File: src/logic/shift_pkg.sv
/*
 * constants for the parallel-load shift register.
 * assumes one 250 MHz clock and inputs synchronous to it.
 */
package shift_pkg;
	localparam int STAGES      = 8;
	localparam int BUF_DEPTH   = 2;
	localparam int CLK_PERIOD_NS = 4;
endpackage

File: src/logic/skid_buffer.sv
/*
 * two-entry valid/ready buffer carrying one serial bit plus its complement.
 * assumes a single clock and synchronous active-high reset.
 */
module skid_buffer
	import shift_pkg::*;
#(
	parameter int WIDTH = 2,
	parameter int DEPTH = BUF_DEPTH
)
(
	// clock and reset
	input  wire logic             clk,
	input  wire logic             srst,
	// fill side
	input  wire logic             in_valid,
	output logic                  in_ready,
	input  wire logic [WIDTH-1:0] in_data,
	// drain side
	output logic                  out_valid,
	input  wire logic             out_ready,
	output logic [WIDTH-1:0]      out_data
);
	localparam int PW = (DEPTH > 1) ? $clog2(DEPTH) : 1;

	logic [WIDTH-1:0] mem_reg [DEPTH];
	logic [PW-1:0]    wr_reg;
	logic [PW-1:0]    rd_reg;
	logic [PW:0]      cnt_reg;
	wire              push;
	wire              pop;

	assign in_ready  = (cnt_reg != (PW+1)'(DEPTH));
	assign out_valid = (cnt_reg != '0);
	assign push      = in_valid && in_ready;
	assign pop       = out_valid && out_ready;
	assign out_data  = mem_reg[rd_reg];

	always_ff @(posedge clk)
	begin
		if (srst)
		begin
			wr_reg  <= '0;
			rd_reg  <= '0;
			cnt_reg <= '0;
		end
		else
		begin
			if (push)
				wr_reg <= (wr_reg == PW'(DEPTH-1)) ? '0 : wr_reg + 1'b1;
			if (pop)
				rd_reg <= (rd_reg == PW'(DEPTH-1)) ? '0 : rd_reg + 1'b1;
			cnt_reg <= cnt_reg + (PW+1)'(push) - (PW+1)'(pop);
		end
	end

	always_ff @(posedge clk)
	begin
		if (push)
			mem_reg[wr_reg] <= in_data;
	end

	fill_bound_a: assert property (@(posedge clk) disable iff (srst)
		cnt_reg <= (PW+1)'(DEPTH))
		else $error("buffer count above depth");
endmodule

File: src/logic/parallel_load_shift_register.sv
/*
 * eight-stage parallel-in serial-out shift register with clock inhibit,
 * followed by a two-entry buffer that carries the serial output after each shift and each load made while not stalled.
 * assumes all pins are sampled synchronously on clk; edges on the shift
 * clock and inhibit are detected against their previous sampled level.
 *
 */
module parallel_load_shift_register
	import shift_pkg::*;
#(
	parameter int WIDTH = STAGES
)
(
	// clock and reset
	input  wire logic             clk,
	input  wire logic             srst,
	// device pins
	input  wire logic             shift_or_load_n,
	input  wire logic             shift_clock,
	input  wire logic             clock_inhibit,
	input  wire logic             serial_in,
	input  wire logic [WIDTH-1:0] parallel_in,
	output logic                  serial_out,
	output logic                  serial_out_inverted,
	// buffered stream of serial output after each shift and each load made while not stalled
	output logic                  bit_valid,
	input  wire logic             bit_ready,
	output logic                  bit_data,
	output logic                  bit_data_n
);
	// ----------------------------------------
	// edge detection and mode decode
	// ----------------------------------------
	logic [WIDTH-1:0] stage_reg;
	logic [WIDTH-1:0] stage_next;
	logic             clk_prev_reg;
	logic             inh_prev_reg;
	wire              clk_rise;
	wire              inh_rise;
	wire              do_load;
	wire              do_shift;
	wire              stall;
	wire              buf_ready;
	wire [1:0]        buf_out;
	logic             push_reg;

	assign clk_rise = shift_clock && !clk_prev_reg;
	assign inh_rise = clock_inhibit && !inh_prev_reg;
	// a shift waits while the buffer is full or a push is still pending (a load does not);
	// the push lands one cycle late, so testing fullness alone could drop a word
	assign stall    = !buf_ready || push_reg;
	assign do_load  = !shift_or_load_n;
	assign do_shift = shift_or_load_n && !stall &&
		((clk_rise && !clock_inhibit) ||
		 (inh_rise && !shift_clock));
	// stage A is the lsb, stage H the msb
	assign stage_next = do_load ? parallel_in :
		do_shift ? {stage_reg[WIDTH-2:0], serial_in} :
		stage_reg;

	// ----------------------------------------
	// stage chain
	// ----------------------------------------
	// stages have no reset, as the part has none; in this chain only the edge trackers do
	always_ff @(posedge clk)
	begin
		stage_reg <= stage_next;
	end

	always_ff @(posedge clk)
	begin
		if (srst)
		begin
			// high, so a pin already high at release is not taken as a rise
			clk_prev_reg <= 1'b1;
			inh_prev_reg <= 1'b1;
		end
		else if (!stall)
		begin
			clk_prev_reg <= shift_clock;
			inh_prev_reg <= clock_inhibit;
		end
	end

	assign serial_out          = stage_reg[WIDTH-1];
	assign serial_out_inverted = ~stage_reg[WIDTH-1];

	// ----------------------------------------
	// fill tracking for the checks
	// ----------------------------------------
	// the stages power up unknown; checks trust them only after a load or a
	// full run of shifts. a reset forgets this although the stages keep their
	// contents, which only makes the checks more cautious
	localparam int FW = $clog2(WIDTH + 1);

	logic [FW-1:0] fill_reg;
	wire           filled;

	assign filled = (fill_reg == FW'(WIDTH));

	always_ff @(posedge clk)
	begin
		if (srst)
			fill_reg <= '0;
		else if (do_load)
			fill_reg <= FW'(WIDTH);
		else if (do_shift && !filled)
			fill_reg <= fill_reg + 1'b1;
	end

	// ----------------------------------------
	// output buffer
	// ----------------------------------------
	// each shift, and each load made while not stalled, hands on one word a cycle later, once stage_reg is new
	always_ff @(posedge clk)
	begin
		if (srst)
			push_reg <= 1'b0;
		else
			push_reg <= do_shift || (do_load && !stall);
	end

	// both outputs travel in one word so the consumer sees them in step
	skid_buffer #(
		.WIDTH (2),
		.DEPTH (BUF_DEPTH)
	) u_buf (
		.clk       (clk),
		.srst      (srst),
		.in_valid  (push_reg),
		.in_ready  (buf_ready),
		.in_data   ({stage_reg[WIDTH-1], ~stage_reg[WIDTH-1]}),
		.out_valid (bit_valid),
		.out_ready (bit_ready),
		.out_data  (buf_out)
	);

	assign bit_data   = buf_out[1];
	assign bit_data_n = buf_out[0];

	// ----------------------------------------
	// checks
	// ----------------------------------------
	load_copies_a: assert property (@(posedge clk) disable iff (srst)
		!shift_or_load_n |=> stage_reg == $past(parallel_in))
		else $error("load did not copy parallel inputs");

	shift_moves_a: assert property (@(posedge clk) disable iff (srst)
		do_shift |=> stage_reg[WIDTH-1:1] == $past(stage_reg[WIDTH-2:0]))
		else $error("stages did not move on shift");

	serial_enters_a: assert property (@(posedge clk) disable iff (srst)
		do_shift |=> stage_reg[0] == $past(serial_in))
		else $error("serial input not captured");

	// the rise checks look at the raw pin history, not at the edge trackers;
	// the stability and output pair checks wait for filled, as the stages power up unknown
	clock_rise_a: assert property (@(posedge clk) disable iff (srst)
		shift_or_load_n && shift_clock && !$past(shift_clock) && !clock_inhibit
		&& !stall && !$past(stall) && !$past(srst) |-> do_shift)
		else $error("clock rise did not shift");

	inhibit_rise_a: assert property (@(posedge clk) disable iff (srst)
		shift_or_load_n && clock_inhibit && !$past(clock_inhibit) && !shift_clock
		&& !stall && !$past(stall) && !$past(srst) |-> do_shift)
		else $error("inhibit rise did not shift");

	clock_blocked_a: assert property (@(posedge clk) disable iff (srst)
		shift_or_load_n && clk_rise && clock_inhibit |-> !do_shift)
		else $error("clock rise shifted with inhibit high");

	held_high_a: assert property (@(posedge clk) disable iff (srst)
		filled && shift_or_load_n && $past(shift_clock) && shift_clock && $past(!stall)
		|=> $stable(stage_reg))
		else $error("stages changed with clock held high");

	inhibit_held_a: assert property (@(posedge clk) disable iff (srst)
		filled && shift_or_load_n && $past(clock_inhibit) && clock_inhibit
		&& $past(!stall) |=> $stable(stage_reg))
		else $error("stages changed with inhibit held high");

	load_blocked_a: assert property (@(posedge clk) disable iff (srst)
		filled && shift_or_load_n && !do_shift |=> $stable(stage_reg))
		else $error("stages changed with load high and no shift");

	stall_holds_a: assert property (@(posedge clk) disable iff (srst)
		filled && shift_or_load_n && stall |=> $stable(stage_reg))
		else $error("stages changed while the buffer stalled");

	load_wins_a: assert property (@(posedge clk) disable iff (srst)
		!shift_or_load_n && (clk_rise || inh_rise) |=> stage_reg == $past(parallel_in))
		else $error("edge disturbed a parallel load");

	output_pair_a: assert property (@(posedge clk) disable iff (srst)
		filled |-> serial_out != serial_out_inverted && serial_out == stage_reg[WIDTH-1])
		else $error("serial outputs not complementary");

	push_kept_a: assert property (@(posedge clk) disable iff (srst)
		push_reg |-> buf_ready)
		else $error("buffer push met a full buffer");

	chain_fills_a: assert property (@(posedge clk) disable iff (srst)
		!filled && do_shift |=> fill_reg == $past(fill_reg) + 1'b1)
		else $error("fill count missed a shift");

	fill_limit_a: assert property (@(posedge clk) disable iff (srst)
		fill_reg <= FW'(WIDTH))
		else $error("fill count beyond stage count");
endmodule

File: config.mk
export PLATFORM = sky130hd
export DESIGN_NAME = parallel_load_shift_register
export DESIGN_NICKNAME = d
export VERILOG_FILES = /design/src/logic/shift_pkg.sv /design/src/logic/skid_buffer.sv /design/src/logic/parallel_load_shift_register.sv
export SDC_FILE = /design/constraint.sdc
export NUM_CORES = 1
export LEC_CHECK = 0
export BUFFER_PORTS_ARGS = -buffer_cell sky130_fd_sc_hd__buf_2
export CORE_ASPECT_RATIO = 0.9
export CORE_UTILIZATION = 54
export DETAILED_ROUTE_END_ITERATION = 8
export GPL_TIMING_DRIVEN = 0
export PLACE_DENSITY = 0.86
export SLEW_MARGIN = 10
export SYNTH_ARGS = -nofsm -noshare
export SYNTH_HDL_FRONTEND = slang
export SYNTH_SLANG_ARGS = --single-unit
File: constraint.sdc
create_clock -name clk -period 2.2 [get_ports clk]
set_input_delay 0.33 -clock clk [delete_from_list [all_inputs] [get_ports clk]]
set_output_delay 0.33 -clock clk [all_outputs]
set_load 0.005 [all_outputs]
==> out/results.tsv, run 1 <==
metric	value	unit
hold_path_class	input port to flop	
fin_cells	105	
seq_area_frac_synth	60.5	%
required	2.14	ns
total_power	960	uW
cts.root.buffer_cell	clkbuf_4	
finalCriticalPeriod	1.65	ns
ys_warn_count	0	
syn-cell-area	861	sq um
hpwl	1040	um
synthArstFlopShare	0	%
numPortBuffers	18	
design_area	996	sq um
drcViolationCount	0	
gp_congestion	0.676	
p_per_area	964	nW/um^2
setup_tns	0	ns
holdWs	0.285	ns
dieArea	1760	sq um
grt_pass1_wl	1990	um
htree_levels	1	
rows	13	
synthDistinctLibCells	22	
grt_pass1_vias	496	
totalWireLength	1320	um
ys_ff_latch	20	
start_kind	flop	
fin_ws	0.553	ns
fin_nets	108	
coreArea	1460	sq um
grt-ovfl-total	0	
avgSynthCellArea	12.7	sq um
cts_tree	done	
netlist_instances	68	
endpoint_kind	flop	
place_area	970	sq um
critPathKind	flop to flop	
ant_nets	0	
path_max_fanout	8	
syn_to_final_growth	15.7	%
antenna_found_initial	0	
cts-resized-gates	0	
cap_violations	0	
largest_register_ffs	8	
final_cell_mix	20 x buf_2, 12 x edfxtp_1, 10 x mux2_2	
clk_pin_slew_worst_paths	0.10	ns
wire_per_inst	12.6	um
cts_setup_buffers	0	
track_usage	17.2	%
clk_latency	0.30	ns
max_slew.worst_pin.slew	0.800	ns
start_util	58.8	%
pre_cts_ws	0.418	ns
arrival	1.59	ns
hold_violations	0	
cts.sinks	20	
rsz0062_at_grt	false	
slew_headroom	46.7	%
fmax	607	MHz
synth_nets	85	
drive_gt1_share	37.8	%
utilization	68.0	%
synth-edff-count	12	
final_common_cell	buf_2	
io_pins	20	
p_leak	0.432	nW
ys_dominant_reg_cell	edfxtp_1	
grt_max_degree	12	
dpl.cell_count	101	
die-width	44.1	um
hold_buffers	0	
ir_worst_vdd	0.466	mV
drtIter0Drc	8	
setup_viol	0	
timing.final.crit_share	74.9	%
cts_buffers	3	
num_vias	547	
status	completed	
chipHeight	39.9	um
antenna-diode-count	0	
drt_pre_antenna_iters	6	
fin_skew	0.00228	ns
max-clock-path-buffers	2	
viasPerCell	5.21	
drv_slew	0	
where the power goes:
group / switching [mW] / internal, mW
sequential: 0.0436 / 0.488
clock: 0.108 / 0.0707
combinational: 0.116 / 0.134
total: 0.267 / 0.693
cell families (layout without fill, tap and decap cells):
logic type	Yosys count	in the layout	synth area share, %
DFF	20	20	60.5
and+or+nand+nor	20	20	11.8
muxes	12	12	15.4
buffers and inverters	6	28	2.91
AOI/OAI and AO/OA	5	5	3.49
xor gates and xnor gates	3	3	3.05
adders and majority gates	2	2	2.91
path summary, 6_finish.rpt:
kind / from / end / slack [ns] / cells after the start
worst min-delay path: srst / u_buf.wr_reg / 0.29 / 3
worst max register to register: u_buf.cnt_reg[0] / stage_reg[6] / 0.55 / 3
worst max-delay path: u_buf.cnt_reg[0] / stage_reg[6] / 0.55 / 3
worst min register to register: u_buf.wr_reg / u_buf.wr_reg / 0.50 / 2
layer usage:
metal / vias up / GRT usage (%) / routed length [um]
met4: 0 / 11.4 / 29
met3: 4 / 5.53 / 52
li1: 280 / - / -
met5: - / 0 / 0
met2: 15 / 31.3 / 689
met1: 248 / 16.9 / 546
synthesized netlist by cell type (all sizes together), types with 2 or more instances:
master,n,share of area (%)
a21oi,2,1.2
buf,2,1.2
dfxtp,8,19
edfxtp,12,42
ha,2,2.9
inv,4,1.7
mux2,10,13
mux2i,2,2.3
nand2b,3,2.2
nor2,9,3.9
nor2b,2,1.5
xnor2,2,2.0
area by class of cell:
class	count	area (sq um)
sequential	20	520
fill	126	468
multi-input combinational	42	315
timing repair buffer	18	90.1
clock buffer	4	26.3
tap	15	18.8
inverter	4	15.0
buffer	2	10.0
worst max-delay path, stage by stage, from the launching register on:
cell and delay, ns:
dfxtp_1 0.37, nand2b_1 0.18, nand2b_1 0.09, a21oi_1 0.65
(Power assumes the default switching activity.)
==> run 2, diff against run 1 <==
--- a/config.mk
+++ b/config.mk
@@ -7,10 +7,10 @@
 export LEC_CHECK = 0
 export BUFFER_PORTS_ARGS = -buffer_cell sky130_fd_sc_hd__buf_2
 export CORE_ASPECT_RATIO = 0.9
-export CORE_UTILIZATION = 54
+export CORE_UTILIZATION = 46
 export DETAILED_ROUTE_END_ITERATION = 8
 export GPL_TIMING_DRIVEN = 0
-export PLACE_DENSITY = 0.86
+export PLACE_DENSITY = 0.79
 export SLEW_MARGIN = 10
 export SYNTH_ARGS = -nofsm -noshare
 export SYNTH_HDL_FRONTEND = slang
==> constraint.sdc (replaced) <==
create_clock -name clk -period 1.5 [get_ports clk]
set_input_delay 0.225 -clock clk [delete_from_list [all_inputs] [get_ports clk]]
set_output_delay 0.225 -clock clk [all_outputs]
set_load 0.005 [all_outputs]
==> run 2 against run 1 <==
Against the previous run: non-clock buffer count rose by 4; sequential power increased by 46%; total power increased by 54%; critical endpoint is now u_buf.cnt_reg[1]; final area rose by 6.7%; clock power is 36% higher; critical path depth rose by 4; die area up 17%; worst setup slack worse by 0.51 ns; hold slack lost 0.073 ns.
==> out/results.tsv, run 2 (synthesized netlist as in run 1, its figures left out) <==
metric	value	unit	change
antenna_found_initial	0		unchanged
largest_register_ffs	8		unchanged
hold_path_class	input port to flop		unchanged
wire_per_inst	11.6	um	was 12.6 um
required	1.68	ns	was 2.14 ns
total_power	1.48	mW	was 960 uW
cts.root.buffer_cell	clkbuf_4		unchanged
holdWs	0.212	ns	was 0.285 ns
max_slew.worst_pin.slew	0.489	ns	was 0.800 ns
hpwl	995	um	was 1040 um
grt_pass1_vias	542		was 496
endpoint_kind	flop		unchanged
final_cell_mix	20 x buf_2, 12 x edfxtp_1, 10 x mux2_2		unchanged
grt_pass1_wl	2240	um	was 1990 um
die-width	47.6	um	was 44.1 um
p_leak	0.457	nW	was 0.432 nW
p_per_area	1400	nW/um^2	was 964 nW/um^2
grt_max_degree	12		unchanged
io_pins	20		unchanged
status	completed		unchanged
gp_congestion	0.684		was 0.676
cts.sinks	20		unchanged
start_util	50.1	%	was 58.8%
arrival	1.64	ns	was 1.59 ns
path_max_fanout	3		was 8
fin_skew	0.00374	ns	was 0.00228 ns
syn_to_final_growth	23.4	%	was 15.7%
viasPerCell	4.83		was 5.21
setup_viol	0		unchanged
grt-ovfl-total	0		unchanged
final_common_cell	buf_2		unchanged
start_kind	flop		unchanged
drv_slew	0		unchanged
drcViolationCount	0		unchanged
whs_path_depth	3		unchanged
slew_headroom	67.2	%	was 46.7%
numPortBuffers	18		unchanged
utilization	61.9	%	was 68.0%
track_usage	16.0	%	was 17.2%
rows	14		was 13
max-clock-path-buffers	2		unchanged
chipHeight	43.0	um	was 39.9 um
cap_violations	0		unchanged
totalWireLength	1370	um	was 1320 um
finalCriticalPeriod	1.46	ns	was 1.65 ns
fin_nets	112		was 108
drt_pre_antenna_iters	4		was 6
clk_pin_slew_worst_paths	0.10	ns	about the same
dieArea	2050	sq um	was 1760 sq um
rrSetupSlack	0.04	ns	was 0.55 ns
drive_gt1_share	46.8	%	was 37.8%
antenna-diode-count	0		unchanged
rsz0062_at_grt	true		was false
cts_tree	done		unchanged
timing.final.crit_share	97.5	%	was 74.9%
critPathKind	flop to flop		unchanged
drtIter0Drc	2		was 8
ir_worst_vdd	0.702	mV	was 0.466 mV
hold_violations	0		unchanged
fmax	684	MHz	was 607 MHz
place_area	981	sq um	was 970 sq um
htree_levels	1		unchanged
num_vias	570		was 547
clk_latency	0.29	ns	was 0.30 ns
cts_buffers	3		unchanged
coreArea	1720	sq um	was 1460 sq um
r2r_cells	7		was 3
design_area	1060	sq um	was 996 sq um
hold_buffers	0		unchanged
ant_nets	0		unchanged
-- run 2: final timing paths --
check / from / to
worst max-delay path: u_buf.cnt_reg[0] / u_buf.cnt_reg[1]
worst min-delay path: srst / u_buf.wr_reg
worst max register to register: u_buf.cnt_reg[0] / u_buf.cnt_reg[1]
worst min register to register: stage_reg[7] / u_buf.mem_reg[1][1]
-- run 2: per-layer routing --
| metal | vias up | track usage (%) | share of wire (%) |
|---|---|---|---|
| met3 | 0 | 4.26 | 5.6 |
| met2 | 17 | 25.8 | 49 |
| met1 | 266 | 19.7 | 45 |
| li1 | 287 | - | - |
| met5 | - | 0 | 0 |
| met4 | 0 | 6.67 | 0 |
-- run 2: final cells by class --
cell class / count / area (sq um)
Buffer: 2 / 10.0
Clock buffer: 3 / 22.5
Tap cell: 24 / 30.0
Timing Repair Buffer: 22 / 124
Clock inverter: 1 / 3.75
Multi-Input combinational cell: 42 / 334
Sequential cell: 20 / 523
Fill cell: 162 / 654
Inverter: 4 / 15.0
-- run 2: what timing repair did --
action	in CTS	in global routing
pin swaps	4	2
gates resized for setup	4	4
buffers inserted	3	1
endpoints found under the setup margin	9	9
-- run 2: through the flow --
step                cells  setup WS (ns)  setup TNS [ns]
floorplan              68         0.0406               0
global placement      110         -0.121          -0.978
CTS                   117        0.00538               0
detailed placement    110         -0.185           -1.52
global route          118        -0.0223         -0.0223
finish                118         0.0382               0
-- run 2: where the power goes --
group	switching, mW	internal (mW)	leakage [nW]
clock	0.147	0.0965	0.0154
sequential	0.0570	0.719	0.181
combinational	0.206	0.257	0.260
total	0.410	1.07	0.457
-- run 2: worst max-delay path: stages, from the launching register on --
cell and delay [ns]:
dfxtp_2 0.35, o21a_1 0.18, ha_1 0.27, inv_1 0.06, ha_2 0.16, xor2_1 0.16
xnor2_1 0.13, nor2_1 0.05
